[config.mk]
export PLATFORM = sky130hd
export DESIGN_NAME = dpio_top
export DESIGN_NICKNAME = d
export VERILOG_FILES = /design/src/pkg/dpio_pkg.sv /design/src/rtl/dpio_top.sv
export SDC_FILE = /design/constraint.sdc
export NUM_CORES = 1
export LEC_CHECK = 0
export ABC_AREA = 1
export BUFFER_PORTS_ARGS = -buffer_cell sky130_fd_sc_hd__buf_2
export CELL_PAD_IN_SITES_DETAIL_PLACEMENT = 2
export CELL_PAD_IN_SITES_GLOBAL_PLACEMENT = 2
export CORE_MARGIN = 1.5
export CORE_UTILIZATION = 23
export CTS_CLUSTER_SIZE = 16
export DETAILED_ROUTE_END_ITERATION = 6
export PLACE_DENSITY = 0.81
export SETUP_SLACK_MARGIN = 0.4
export SLEW_MARGIN = 20
export SYNTH_ARGS = -nofsm -noshare
export SYNTH_HDL_FRONTEND = slang
export SYNTH_SLANG_ARGS = --single-unit
[constraint.sdc]
create_clock -name aclk -period 1.2 [get_ports aclk]
set_input_delay 0.06 -clock aclk [delete_from_list [all_inputs] [get_ports aclk]]
set_output_delay 0.06 -clock aclk [all_outputs]
set_load 0.01 [all_outputs]
[src/pkg/dpio_pkg.sv]
// Package for the dual I/O port block with pin-change detection.
// Assumes an AXI4-Lite register slave with 32-bit data.
package dpio_pkg;

   // ****************************************************
   // Register map (byte addresses)
   // ****************************************************
   localparam logic [4:0] ADDR_FIRST_PORT_VALUE = 5'h00;
   localparam logic [4:0] ADDR_FIRST_PORT_DIRECTION = 5'h04;
   localparam logic [4:0] ADDR_SECOND_PORT_VALUE = 5'h08;
   localparam logic [4:0] ADDR_SECOND_PORT_DIRECTION = 5'h0C;
   localparam logic [4:0] ADDR_OPTION = 5'h10;
   localparam logic [4:0] ADDR_INTERRUPT_CONTROL = 5'h14;

   // ****************************************************
   // Field positions and widths
   // ****************************************************
   localparam int FIRST_W = 5;
   localparam int SECOND_W = 8;
   localparam int SHARED_PIN_BIT = 4;
   localparam int PULLUP_EN_N_BIT = 7;
   localparam int PIN_CHANGE_FLAG_BIT = 0;
   localparam int PIN_CHANGE_EN_BIT = 3;
   localparam int GLOBAL_IRQ_EN_BIT = 7;
   localparam int WATCH_LO = 4;

   // ****************************************************
   // Reset values
   // ****************************************************
   localparam logic [4:0] FIRST_DIR_RST = 5'h1F;
   localparam logic [7:0] SECOND_DIR_RST = 8'hFF;
   localparam logic [4:0] FIRST_LATCH_RST = 5'h00;
   localparam logic [7:0] SECOND_LATCH_RST = 8'h00;
   localparam logic [7:0] OPTION_RST = 8'hFF;
   localparam logic [7:0] INTCTL_RST = 8'h00;

   localparam logic [1:0] RESP_OKAY = 2'h0;
   localparam logic [1:0] RESP_SLVERR = 2'h2;

   typedef struct packed {
      logic [4:0] lat_a;
      logic [4:0] dir_a;
      logic [7:0] lat_b;
      logic [7:0] dir_b;
      logic [7:0] option;
      logic [7:0] intctl;
      logic [3:0] snap;
      logic aw_got;
      logic [4:0] aw_addr;
      logic w_got;
      logic [31:0] w_data;
      logic [3:0] w_strb;
      logic awready;
      logic wready;
      logic bvalid;
      logic [1:0] bresp;
      logic arready;
      logic rvalid;
      logic [31:0] rdata;
      logic [1:0] rresp;
      logic [4:0] a_out;
      logic [4:0] a_oe;
      logic [7:0] b_out;
      logic [7:0] b_oe;
      logic [7:0] b_pu;
      logic irq;
      logic wake;
   } dpio_state_s;

endpackage : dpio_pkg

[src/rtl/dpio_top.sv]
// Dual general-purpose I/O ports with pin-change flag, AXI4-Lite slave.
// Pins are synchronous to aclk; the pad ring resolves the wire levels.
`timescale 1ns/100ps
`default_nettype none

// Contract
// - Five-pin first port, direction and latch
// - First port: 1 input, 0 drives latch
// - First port resets to inputs, latch zero
// - Reads return pins, writes update latch
// - Writes are read-modify-write from pin levels
// - Shared timer pin output is open drain
// - Eight-pin second port, direction and latch
// - Second port: 1 input, 0 drives latch
// - Global active-low pull-up bit, option bit 7
// - Pull-up off when pin is output
// - Pull-ups disabled after reset
// - Upper four inputs only watched for change
// - Compare against snapshot from last second-port read or write
// - Mismatches ORed into flag, control bit 0
// - Pin change can wake from sleep
// - Port access refreshes snapshot, ends mismatch
// - Persisting mismatch keeps setting the flag
// - Hardware sets flag, only software clears
// - Flag sets regardless of enables
// - Enable bit 3 gates interrupt request
module dpio_top (
   input wire logic aclk,
   input wire logic aresetn,
   input wire logic [31:0] s_axi_awaddr,
   input wire logic s_axi_awvalid,
   output logic s_axi_awready,
   input wire logic [31:0] s_axi_wdata,
   input wire logic [3:0] s_axi_wstrb,
   input wire logic s_axi_wvalid,
   output logic s_axi_wready,
   output logic [1:0] s_axi_bresp,
   output logic s_axi_bvalid,
   input wire logic s_axi_bready,
   input wire logic [31:0] s_axi_araddr,
   input wire logic s_axi_arvalid,
   output logic s_axi_arready,
   output logic [31:0] s_axi_rdata,
   output logic [1:0] s_axi_rresp,
   output logic s_axi_rvalid,
   input wire logic s_axi_rready,
   input wire logic [4:0] first_port_in,
   output logic [4:0] first_port_out,
   output logic [4:0] first_port_oe,
   input wire logic [7:0] second_port_in,
   output logic [7:0] second_port_out,
   output logic [7:0] second_port_oe,
   output logic [7:0] second_port_pullup,
   output logic shared_timer_clock_pin,
   output logic pin_change_irq,
   output logic pin_change_wake
);

   dpio_pkg::dpio_state_s s_r;
   dpio_pkg::dpio_state_s s_nxt;
   logic [3:0] mismatch;

   // ****************************************************
   // Change detection on the upper second-port inputs
   // ****************************************************
   genvar gi;
   generate
      for (gi = 0; gi < 4; gi++) begin : g_watch
         assign mismatch[gi] = s_r.dir_b[dpio_pkg::WATCH_LO + gi] &
            (second_port_in[dpio_pkg::WATCH_LO + gi] != s_r.snap[gi]);
      end
   endgenerate

   always_comb begin
      logic wr_fire;
      logic rd_fire;
      logic [7:0] wd;
      logic [7:0] rd;
      logic [4:0] ra;
      logic hit_b;
      wr_fire = 1'b0;
      rd_fire = 1'b0;
      wd = 8'h00;
      rd = 8'h00;
      ra = 5'h00;
      hit_b = 1'b0;
      s_nxt = s_r;

      // ****************************************************
      // Write path: address and data in either order
      // ****************************************************
      if (s_axi_awvalid && s_r.awready) begin
         s_nxt.aw_got = 1'b1;
         s_nxt.aw_addr = s_axi_awaddr[4:0];
         s_nxt.awready = 1'b0;
      end
      if (s_axi_wvalid && s_r.wready) begin
         s_nxt.w_got = 1'b1;
         s_nxt.w_data = s_axi_wdata;
         s_nxt.w_strb = s_axi_wstrb;
         s_nxt.wready = 1'b0;
      end
      if (s_r.aw_got && s_r.w_got && !s_r.bvalid) begin
         wr_fire = 1'b1;
         wd = s_r.w_data[7:0];
         s_nxt.aw_got = 1'b0;
         s_nxt.w_got = 1'b0;
         s_nxt.bvalid = 1'b1;
         s_nxt.bresp = dpio_pkg::RESP_OKAY;
         if (s_r.w_strb[0]) begin
            if (s_r.aw_addr == dpio_pkg::ADDR_FIRST_PORT_VALUE) begin
               // Latch takes the pins merged with the written bits
               s_nxt.lat_a = (first_port_in & s_r.dir_a) |
                  (wd[4:0] & ~s_r.dir_a);
            end else if (s_r.aw_addr ==
                  dpio_pkg::ADDR_FIRST_PORT_DIRECTION) begin
               s_nxt.dir_a = wd[4:0];
            end else if (s_r.aw_addr ==
                  dpio_pkg::ADDR_SECOND_PORT_VALUE) begin
               s_nxt.lat_b = (second_port_in & s_r.dir_b) |
                  (wd & ~s_r.dir_b);
               hit_b = 1'b1;
            end else if (s_r.aw_addr ==
                  dpio_pkg::ADDR_SECOND_PORT_DIRECTION) begin
               s_nxt.dir_b = wd;
            end else if (s_r.aw_addr == dpio_pkg::ADDR_OPTION) begin
               s_nxt.option = wd;
            end else if (s_r.aw_addr ==
                  dpio_pkg::ADDR_INTERRUPT_CONTROL) begin
               s_nxt.intctl = wd;
            end else begin
               s_nxt.bresp = dpio_pkg::RESP_SLVERR;
            end
         end else if (s_r.aw_addr > dpio_pkg::ADDR_INTERRUPT_CONTROL ||
               s_r.aw_addr[1:0] != 2'h0) begin
            s_nxt.bresp = dpio_pkg::RESP_SLVERR;
         end
      end
      if (s_r.bvalid && s_axi_bready) begin
         s_nxt.bvalid = 1'b0;
         s_nxt.awready = 1'b1;
         s_nxt.wready = 1'b1;
      end

      // ****************************************************
      // Read path: pins read live
      // ****************************************************
      if (s_axi_arvalid && s_r.arready) begin
         rd_fire = 1'b1;
         ra = s_axi_araddr[4:0];
         s_nxt.arready = 1'b0;
         s_nxt.rvalid = 1'b1;
         s_nxt.rresp = dpio_pkg::RESP_OKAY;
         if (ra == dpio_pkg::ADDR_FIRST_PORT_VALUE) begin
            rd = {3'h0, first_port_in};
         end else if (ra == dpio_pkg::ADDR_FIRST_PORT_DIRECTION) begin
            rd = {3'h0, s_r.dir_a};
         end else if (ra == dpio_pkg::ADDR_SECOND_PORT_VALUE) begin
            rd = second_port_in;
            hit_b = 1'b1;
         end else if (ra == dpio_pkg::ADDR_SECOND_PORT_DIRECTION) begin
            rd = s_r.dir_b;
         end else if (ra == dpio_pkg::ADDR_OPTION) begin
            rd = s_r.option;
         end else if (ra == dpio_pkg::ADDR_INTERRUPT_CONTROL) begin
            rd = s_r.intctl;
         end else begin
            s_nxt.rresp = dpio_pkg::RESP_SLVERR;
         end
         s_nxt.rdata = {24'h000000, rd};
      end
      if (s_r.rvalid && s_axi_rready) begin
         s_nxt.rvalid = 1'b0;
         s_nxt.arready = 1'b1;
      end

      // ****************************************************
      // Snapshot refresh and flag set (set beats clear)
      // ****************************************************
      if (hit_b) begin
         s_nxt.snap = second_port_in[7:4];
      end
      if (|mismatch) begin
         s_nxt.intctl[dpio_pkg::PIN_CHANGE_FLAG_BIT] = 1'b1;
      end

      // ****************************************************
      // Registered pad drive and requests
      // ****************************************************
      s_nxt.a_oe = ~s_nxt.dir_a;
      s_nxt.a_oe[dpio_pkg::SHARED_PIN_BIT] =
         ~s_nxt.dir_a[dpio_pkg::SHARED_PIN_BIT] &
         ~s_nxt.lat_a[dpio_pkg::SHARED_PIN_BIT];
      s_nxt.a_out = s_nxt.lat_a;
      s_nxt.a_out[dpio_pkg::SHARED_PIN_BIT] = 1'b0;
      s_nxt.b_oe = ~s_nxt.dir_b;
      s_nxt.b_out = s_nxt.lat_b;
      s_nxt.b_pu = {8{~s_nxt.option[dpio_pkg::PULLUP_EN_N_BIT]}} &
         s_nxt.dir_b;
      s_nxt.irq = s_nxt.intctl[dpio_pkg::PIN_CHANGE_FLAG_BIT] &
         s_nxt.intctl[dpio_pkg::PIN_CHANGE_EN_BIT] &
         s_nxt.intctl[dpio_pkg::GLOBAL_IRQ_EN_BIT];
      s_nxt.wake = s_nxt.intctl[dpio_pkg::PIN_CHANGE_FLAG_BIT] &
         s_nxt.intctl[dpio_pkg::PIN_CHANGE_EN_BIT];
      if (wr_fire || rd_fire) begin
         s_nxt.w_data = s_nxt.w_data;
      end
   end

   always_ff @(posedge aclk) begin
      if (!aresetn) begin
         s_r <= '0;
         s_r.dir_a <= dpio_pkg::FIRST_DIR_RST;
         s_r.dir_b <= dpio_pkg::SECOND_DIR_RST;
         s_r.lat_a <= dpio_pkg::FIRST_LATCH_RST;
         s_r.lat_b <= dpio_pkg::SECOND_LATCH_RST;
         s_r.option <= dpio_pkg::OPTION_RST;
         s_r.intctl <= dpio_pkg::INTCTL_RST;
         s_r.awready <= 1'b1;
         s_r.wready <= 1'b1;
         s_r.arready <= 1'b1;
      end else begin
         s_r <= s_nxt;
      end
   end

   assign s_axi_awready = s_r.awready;
   assign s_axi_wready = s_r.wready;
   assign s_axi_bvalid = s_r.bvalid;
   assign s_axi_bresp = s_r.bresp;
   assign s_axi_arready = s_r.arready;
   assign s_axi_rvalid = s_r.rvalid;
   assign s_axi_rdata = s_r.rdata;
   assign s_axi_rresp = s_r.rresp;
   assign first_port_out = s_r.a_out;
   assign first_port_oe = s_r.a_oe;
   assign second_port_out = s_r.b_out;
   assign second_port_oe = s_r.b_oe;
   assign second_port_pullup = s_r.b_pu;
   assign shared_timer_clock_pin = s_r.a_oe[dpio_pkg::SHARED_PIN_BIT];
   assign pin_change_irq = s_r.irq;
   assign pin_change_wake = s_r.wake;

endmodule : dpio_top
`default_nettype wire

**Word-level counts from Yosys, hierarchy flattened**

Cells that the tools add are included.

- Register bits: 134
- Input port bits: 120

- Magnitude comparators: 1
- Equality and inequality tests: 14
- Multiplexer cells: 43
- Bitwise operators: 27
- Reductions and logical operators: 18

Operator list:

| operator | number |
|---|---|
| 2-to-1 mux 8 bit | 11 |
| 2-to-1 mux 42 bit | 2 |
| 2-to-1 mux 37 bit | 1 |
| 2-to-1 mux 32 bit | 1 |
| 2-to-1 mux 2 bit | 14 |
| AND 8 bit | 3 |
| 2-to-1 mux 24 bit | 1 |
| == test 5 x 4 -> 1 bit, second input constant | 4 |
| == test 5 bit, second input constant | 4 |
| 2-to-1 mux 16 bit | 1 |
| inverter 8 bit | 2 |
| AND 5 bit | 2 |
| == test 5 x 3 -> 1 bit, second input constant | 2 |
| zero test 5 bit | 2 |
| 2-to-1 mux 1 bit | 10 |
| 2-to-1 mux 5 bit | 2 |
| inverter 1 bit | 9 |
| bitwise OR 8 bit | 1 |
| AND reduction 8 bit | 1 |
| AND 1 bit | 7 |
| logical AND 1 bit | 7 |
| AND reduction 7 bit | 1 |
| OR reduction 2 bit | 3 |
| greater-than comparator 5 bit, second input constant | 1 |
| 8 further kinds | 11 |

**Logic depth before layout (Yosys ltp)**

- Word-level depth: 12
- Depth in mapped cells: 11
- Gate-level depth less buffers: 10

**Worst setup path before layout**

OpenSTA, ideal clock, no wires.

- Kind: reg2reg
- Start: register s_r (netlist bit s_axi_bvalid)
- End: register s_r[142] (netlist bit)
- Arrival: 1.222 ns
- Data required time: 1.070 ns
- Slack: -0.152 ns
- Cell stages (with the launch flop): 8
- Clock period less this slack: 1.352 ns
- Path through: dfxtp_1 -> inv_2 -> nand3_4 -> nor2_8 -> nand4_4 -> buf_6 -> a21oi_2 -> nand2_2

- Word-level cells in the longest chain between the ends: 3

Ends and longest elaborated chain:

| what | line | text |
|---|---|---|
| from (decl) | dpio_top.sv:59 | `dpio_pkg::dpio_state_s s_r;` |
| from (signal assigned) | dpio_top.sv:223 | `s_r <= s_nxt;` |
| zero test 1 bit | dpio_top.sv:103 | `if (s_r.aw_got && s_r.w_got && !s_r.bvalid) begin` |
| logical AND 1 bit | dpio_top.sv:103 |  |
| 2-to-1 mux 42 bit | dpio_top.sv:103 |  |

Every way passes these cells.
A chain may end at the register's enable or synchronous reset.

**Worst setup path in the final report**

- Start: register s_r (netlist bit s_axi_bvalid)
- End: register s_r (netlist bit first_port_oe[4])

- Word-level cells in the longest chain between the ends: 5
- Elaborated cells between the ends (all ways): 6
- Classes of those cells: 1 x mux; 3 x bitwise; 2 x reduce/logical

Ends and longest elaborated chain:

| what | line | text |
|---|---|---|
| zero test 1 bit (*) | dpio_top.sv:103 |  |
| logical AND 1 bit (*) | dpio_top.sv:103 |  |
| 2-to-1 mux 42 bit (*) | dpio_top.sv:103 |  |
| inverter 1 bit (on tied branches) | dpio_top.sv:192, dpio_top.sv:193 |  |
| AND 1 bit (*) | dpio_top.sv:192 | `~s_nxt.dir_a[dpio_pkg::SHARED_PIN_BIT] &` |

Mark *: on every way between the ends. The rest lies on a longest branch, timed or not.

==> out/results.ini <==
[placement]
dp_hpwl_um=11830
post-place-cells=953
dp_worst_setup_slack_ns=-0.3863
gp_routability_congestion=0.7601
port_buffers=89

[setup_path]
crit_arrival_ns=1.90
timing.critical_path.to_type=flop
cp.required_ns=1.50
timing.critical_path.cells=inv_2 > nand3_4 > nor2_8 > buf_6 > nand3_2 > buf_6 > or2_1 > o21ai_2 > inv_1 > nor2_2
timing.setup.critical_path_class=flop to flop
start_kind=flop
critical-path-max-stage-delay_ns=0.34
cp_max_fo=6
r2r_slack_ns=-0.40
cp_slowest_cell=dfxtp_2
critical-path-top-cell-by-count=buf_6

[logic_synthesis]
sequential_area_share_after_synthesis_pct=42.88
post_synthesis_area_per_instance_um2=7.678
synth_enable_flop_cells=0
ys_seq_elements=100
yosys_warnings=0
postSynthCellCount=608
ys_dominant_reg_cell=dfxtp_1
asyncSetResetFlopFracSynth_pct=0
synth_cell_type_count=35
post_synthesis_instance_area_um2=4668

[clocking]
num_cts_buffers=9
cts.reportedPaths.clkPinSlew_ns=0.09
cts.root.buffer_cell=clkbuf_16
tritoncts=done
insertion_delay_ns=0.37
clock_tree.htree_level_count=3
cts_sinks=100
cts_max_path_buffers=2

[die]
die_w_um=145.5
floorplan.io_pins=198
die-area_um2=21160
start_util_pct=23.75
coreArea_um2=19650
die_height_um=145.5
core.rowCount=51

[timing]
hold_viol_final=1
report.final.setup_viol=70
finalMaxSlewViolations=0
final_period_minus_worst_setup_slack_ns=1.599
fin_setup_tns_ns=-21.09
final.period_utilization_pct=133.3
whs_ns=-0.01353
maxClockFrequency_mhz=625.2
postLayoutSetupSlackWorst_ns=-0.3995
finClkSkew_ns=0.01745
setup_repair_after_global_routing_missed_its_margin=yes

[power]
static_power_due_to_leakage_nw=3.357
netSwitchingPower_w=0.002465
comb_power_share_pct=16.7
max-vdd-ir-drop_v=0.0006966
powerDensity_nw_per_um2=1109
intPower_w=0.006014
clock_power_share_pct=41.8
report.power.total_w=0.008479
switching_share_pct=29.07
fraction_of_power_consumed_by_sequential_logic_pct=41.4

[final_layout]
layout-area-overhead-vs-synth_pct=63.79
mostFrequentLayoutCells=buf_6, nand2_1, dfxtp_2, buf_4, nor2_1
layout.core_utilization_pct=38.90
final_common_cell=buf_6
fin_nets=889
antenna-diode-count=0
instances_no_fill=1039
drive_above_1_share_pct=59.56

[status]
run_status=finished, violations left
failed_checks=negative hold slack, negative setup slack

[drt]
vias=4879
dr.pass1.iters=4
route.detailed.vias_per_inst=4.696
antenna_violating_nets_post_route=0
post_detailed_route_drc_marker_count=0
routed_wire_length_per_instance_um=21.84
drc_marker_count_from_the_first_detailed_route_iteration=222
route.final.wire_length_um=22690

[grt]
antenna_found_initial=0
grt_start_max_net_pins=56
track_usage_pct=17.82
grt_remaining_overflow=0
grt_first_pass_wirelength_um=29110
first_global_vias=5130

[hold_path]
timing.hold.worst.class=input pin to flop

[flow_run]
drv_cap=0

## registers in the layout, indices dropped and copies added (netlist names)
signal / cells
second_port_pullup: 8
s_axi_bresp: 1
s_axi_wready: 1
first_port_oe: 5
second_port_oe: 8
s_axi_rdata: 8
s_axi_awready: 1
s_axi_bvalid: 1
s_axi_rresp: 1
s_axi_rvalid: 1
second_port_out: 8
s_r: 54
s_axi_arready: 1
pin_change_wake: 1
pin_change_irq: 1
## worst max-delay path: cells and delay by family (launching register included)
kind	cells	cell delay, ns
and+or+nand+nor	5	0.68
buffers and inverters	4	0.44
DFF	1	0.34
AOI/OAI and AO/OA	1	0.08
## synth_stat cells, types with 2 or more instances
master | n | area [µm²]
nor2_2 | 2 | 12.51
o21ai_2 | 10 | 87.58
buf_6 | 3 | 33.78
o211ai_1 | 17 | 127.6
nor2_1 | 85 | 319.1
o21ai_0 | 35 | 175.2
nand3_4 | 2 | 35.03
buf_4 | 71 | 533.0
dfxtp_1 | 100 | 2002
nand4_1 | 13 | 81.33
nand2_2 | 5 | 31.28
nand3_1 | 18 | 90.09
nand3_2 | 4 | 40.04
nand2_1 | 113 | 424.2
o21ai_1 | 2 | 10.01
inv_2 | 5 | 18.77
buf_2 | 4 | 20.02
a211oi_1 | 2 | 15.01
clkbuf_1 | 7 | 26.28
a21oi_1 | 46 | 230.2
a21oi_2 | 3 | 26.28
nor2_4 | 3 | 33.78
inv_1 | 46 | 172.7
## power groups by stage
stage	clock network, W	logic (W)	registers (W)
2_1_floorplan	0	0.000517	0.00354
3_3_place_gp	0	0.000798	0.00354
3_5_place_dp	0	0.000826	0.00354
4_1_cts	0.00354	0.00114	0.00349
5_1_grt	0.00374	0.00151	0.00352
6_report	0.00355	0.00142	0.00351
## area by class of cell
class	count	area (µm²)
multi-input cells	401	2729
well taps	265	331.6
fillers	2184	12010
clock inverters	6	100.1
inverters	52	221.5
repair buffers	205	1918
clock buffers	10	250.2
flip-flops and latches	100	2096
## through the flow
| stage | hold slack [ns] | area, µm² |
|---|---|---|
| final | -0.01353 | 7646 |
| after global routing | 0.001251 | 7646 |
| after CTS | 0.005382 | 6887 |
| after floorplan | 0.1961 | 4900 |
| after detailed placement | 0.3251 | 5454 |
| after global placement | 0.3228 | 5454 |
## worst paths after layout
kind	to	cells after the start	start
hold reg to reg	s_axi_rdata[4]$_SDFFE_PN0P_	2	s_axi_rdata[4]$_SDFFE_PN0P_
hold / removal	s_r[87]$_SDFFE_PN0P_	3	s_axi_wdata[6]
setup / recovery	first_port_oe[4]$_SDFF_PN0_	10	s_axi_bvalid$_SDFFE_PP0P_
setup reg to reg	first_port_oe[4]$_SDFF_PN0_	10	s_axi_bvalid$_SDFFE_PP0P_
## timing repair
| item | CTS | global route |
|---|---|---|
| setup endpoints to repair | 151 | 151 |
| pin swaps | 38 | 45 |
| hold buffers | 11 | 3 |
| gates resized for setup | 205 | 146 |
| gates cloned | 3 | 4 |
| setup buffers | 30 | 19 |
| endpoints found under the hold margin | 12 | 3 |
## cells by family after synthesis
| group | count (synthesis) | share of synthesized area (%) |
|---|---|---|
| AOI/OAI and AO/OA | 117 | 14.71 |
| buffers and inverters | 137 | 17.31 |
| DFF | 100 | 42.88 |
| other | 1 | 0.08033 |
| and+or+nand+nor | 253 | 25.01 |
## layer usage
layer | track usage [%] | share of wire, %
met1 | 20.21 | 39
met2 | 32.52 | 53
met3 | 3.448 | 4.0
met4 | 7.347 | 4.4
met5 | 0 | 0
Power figures use the tool's default switching activity.
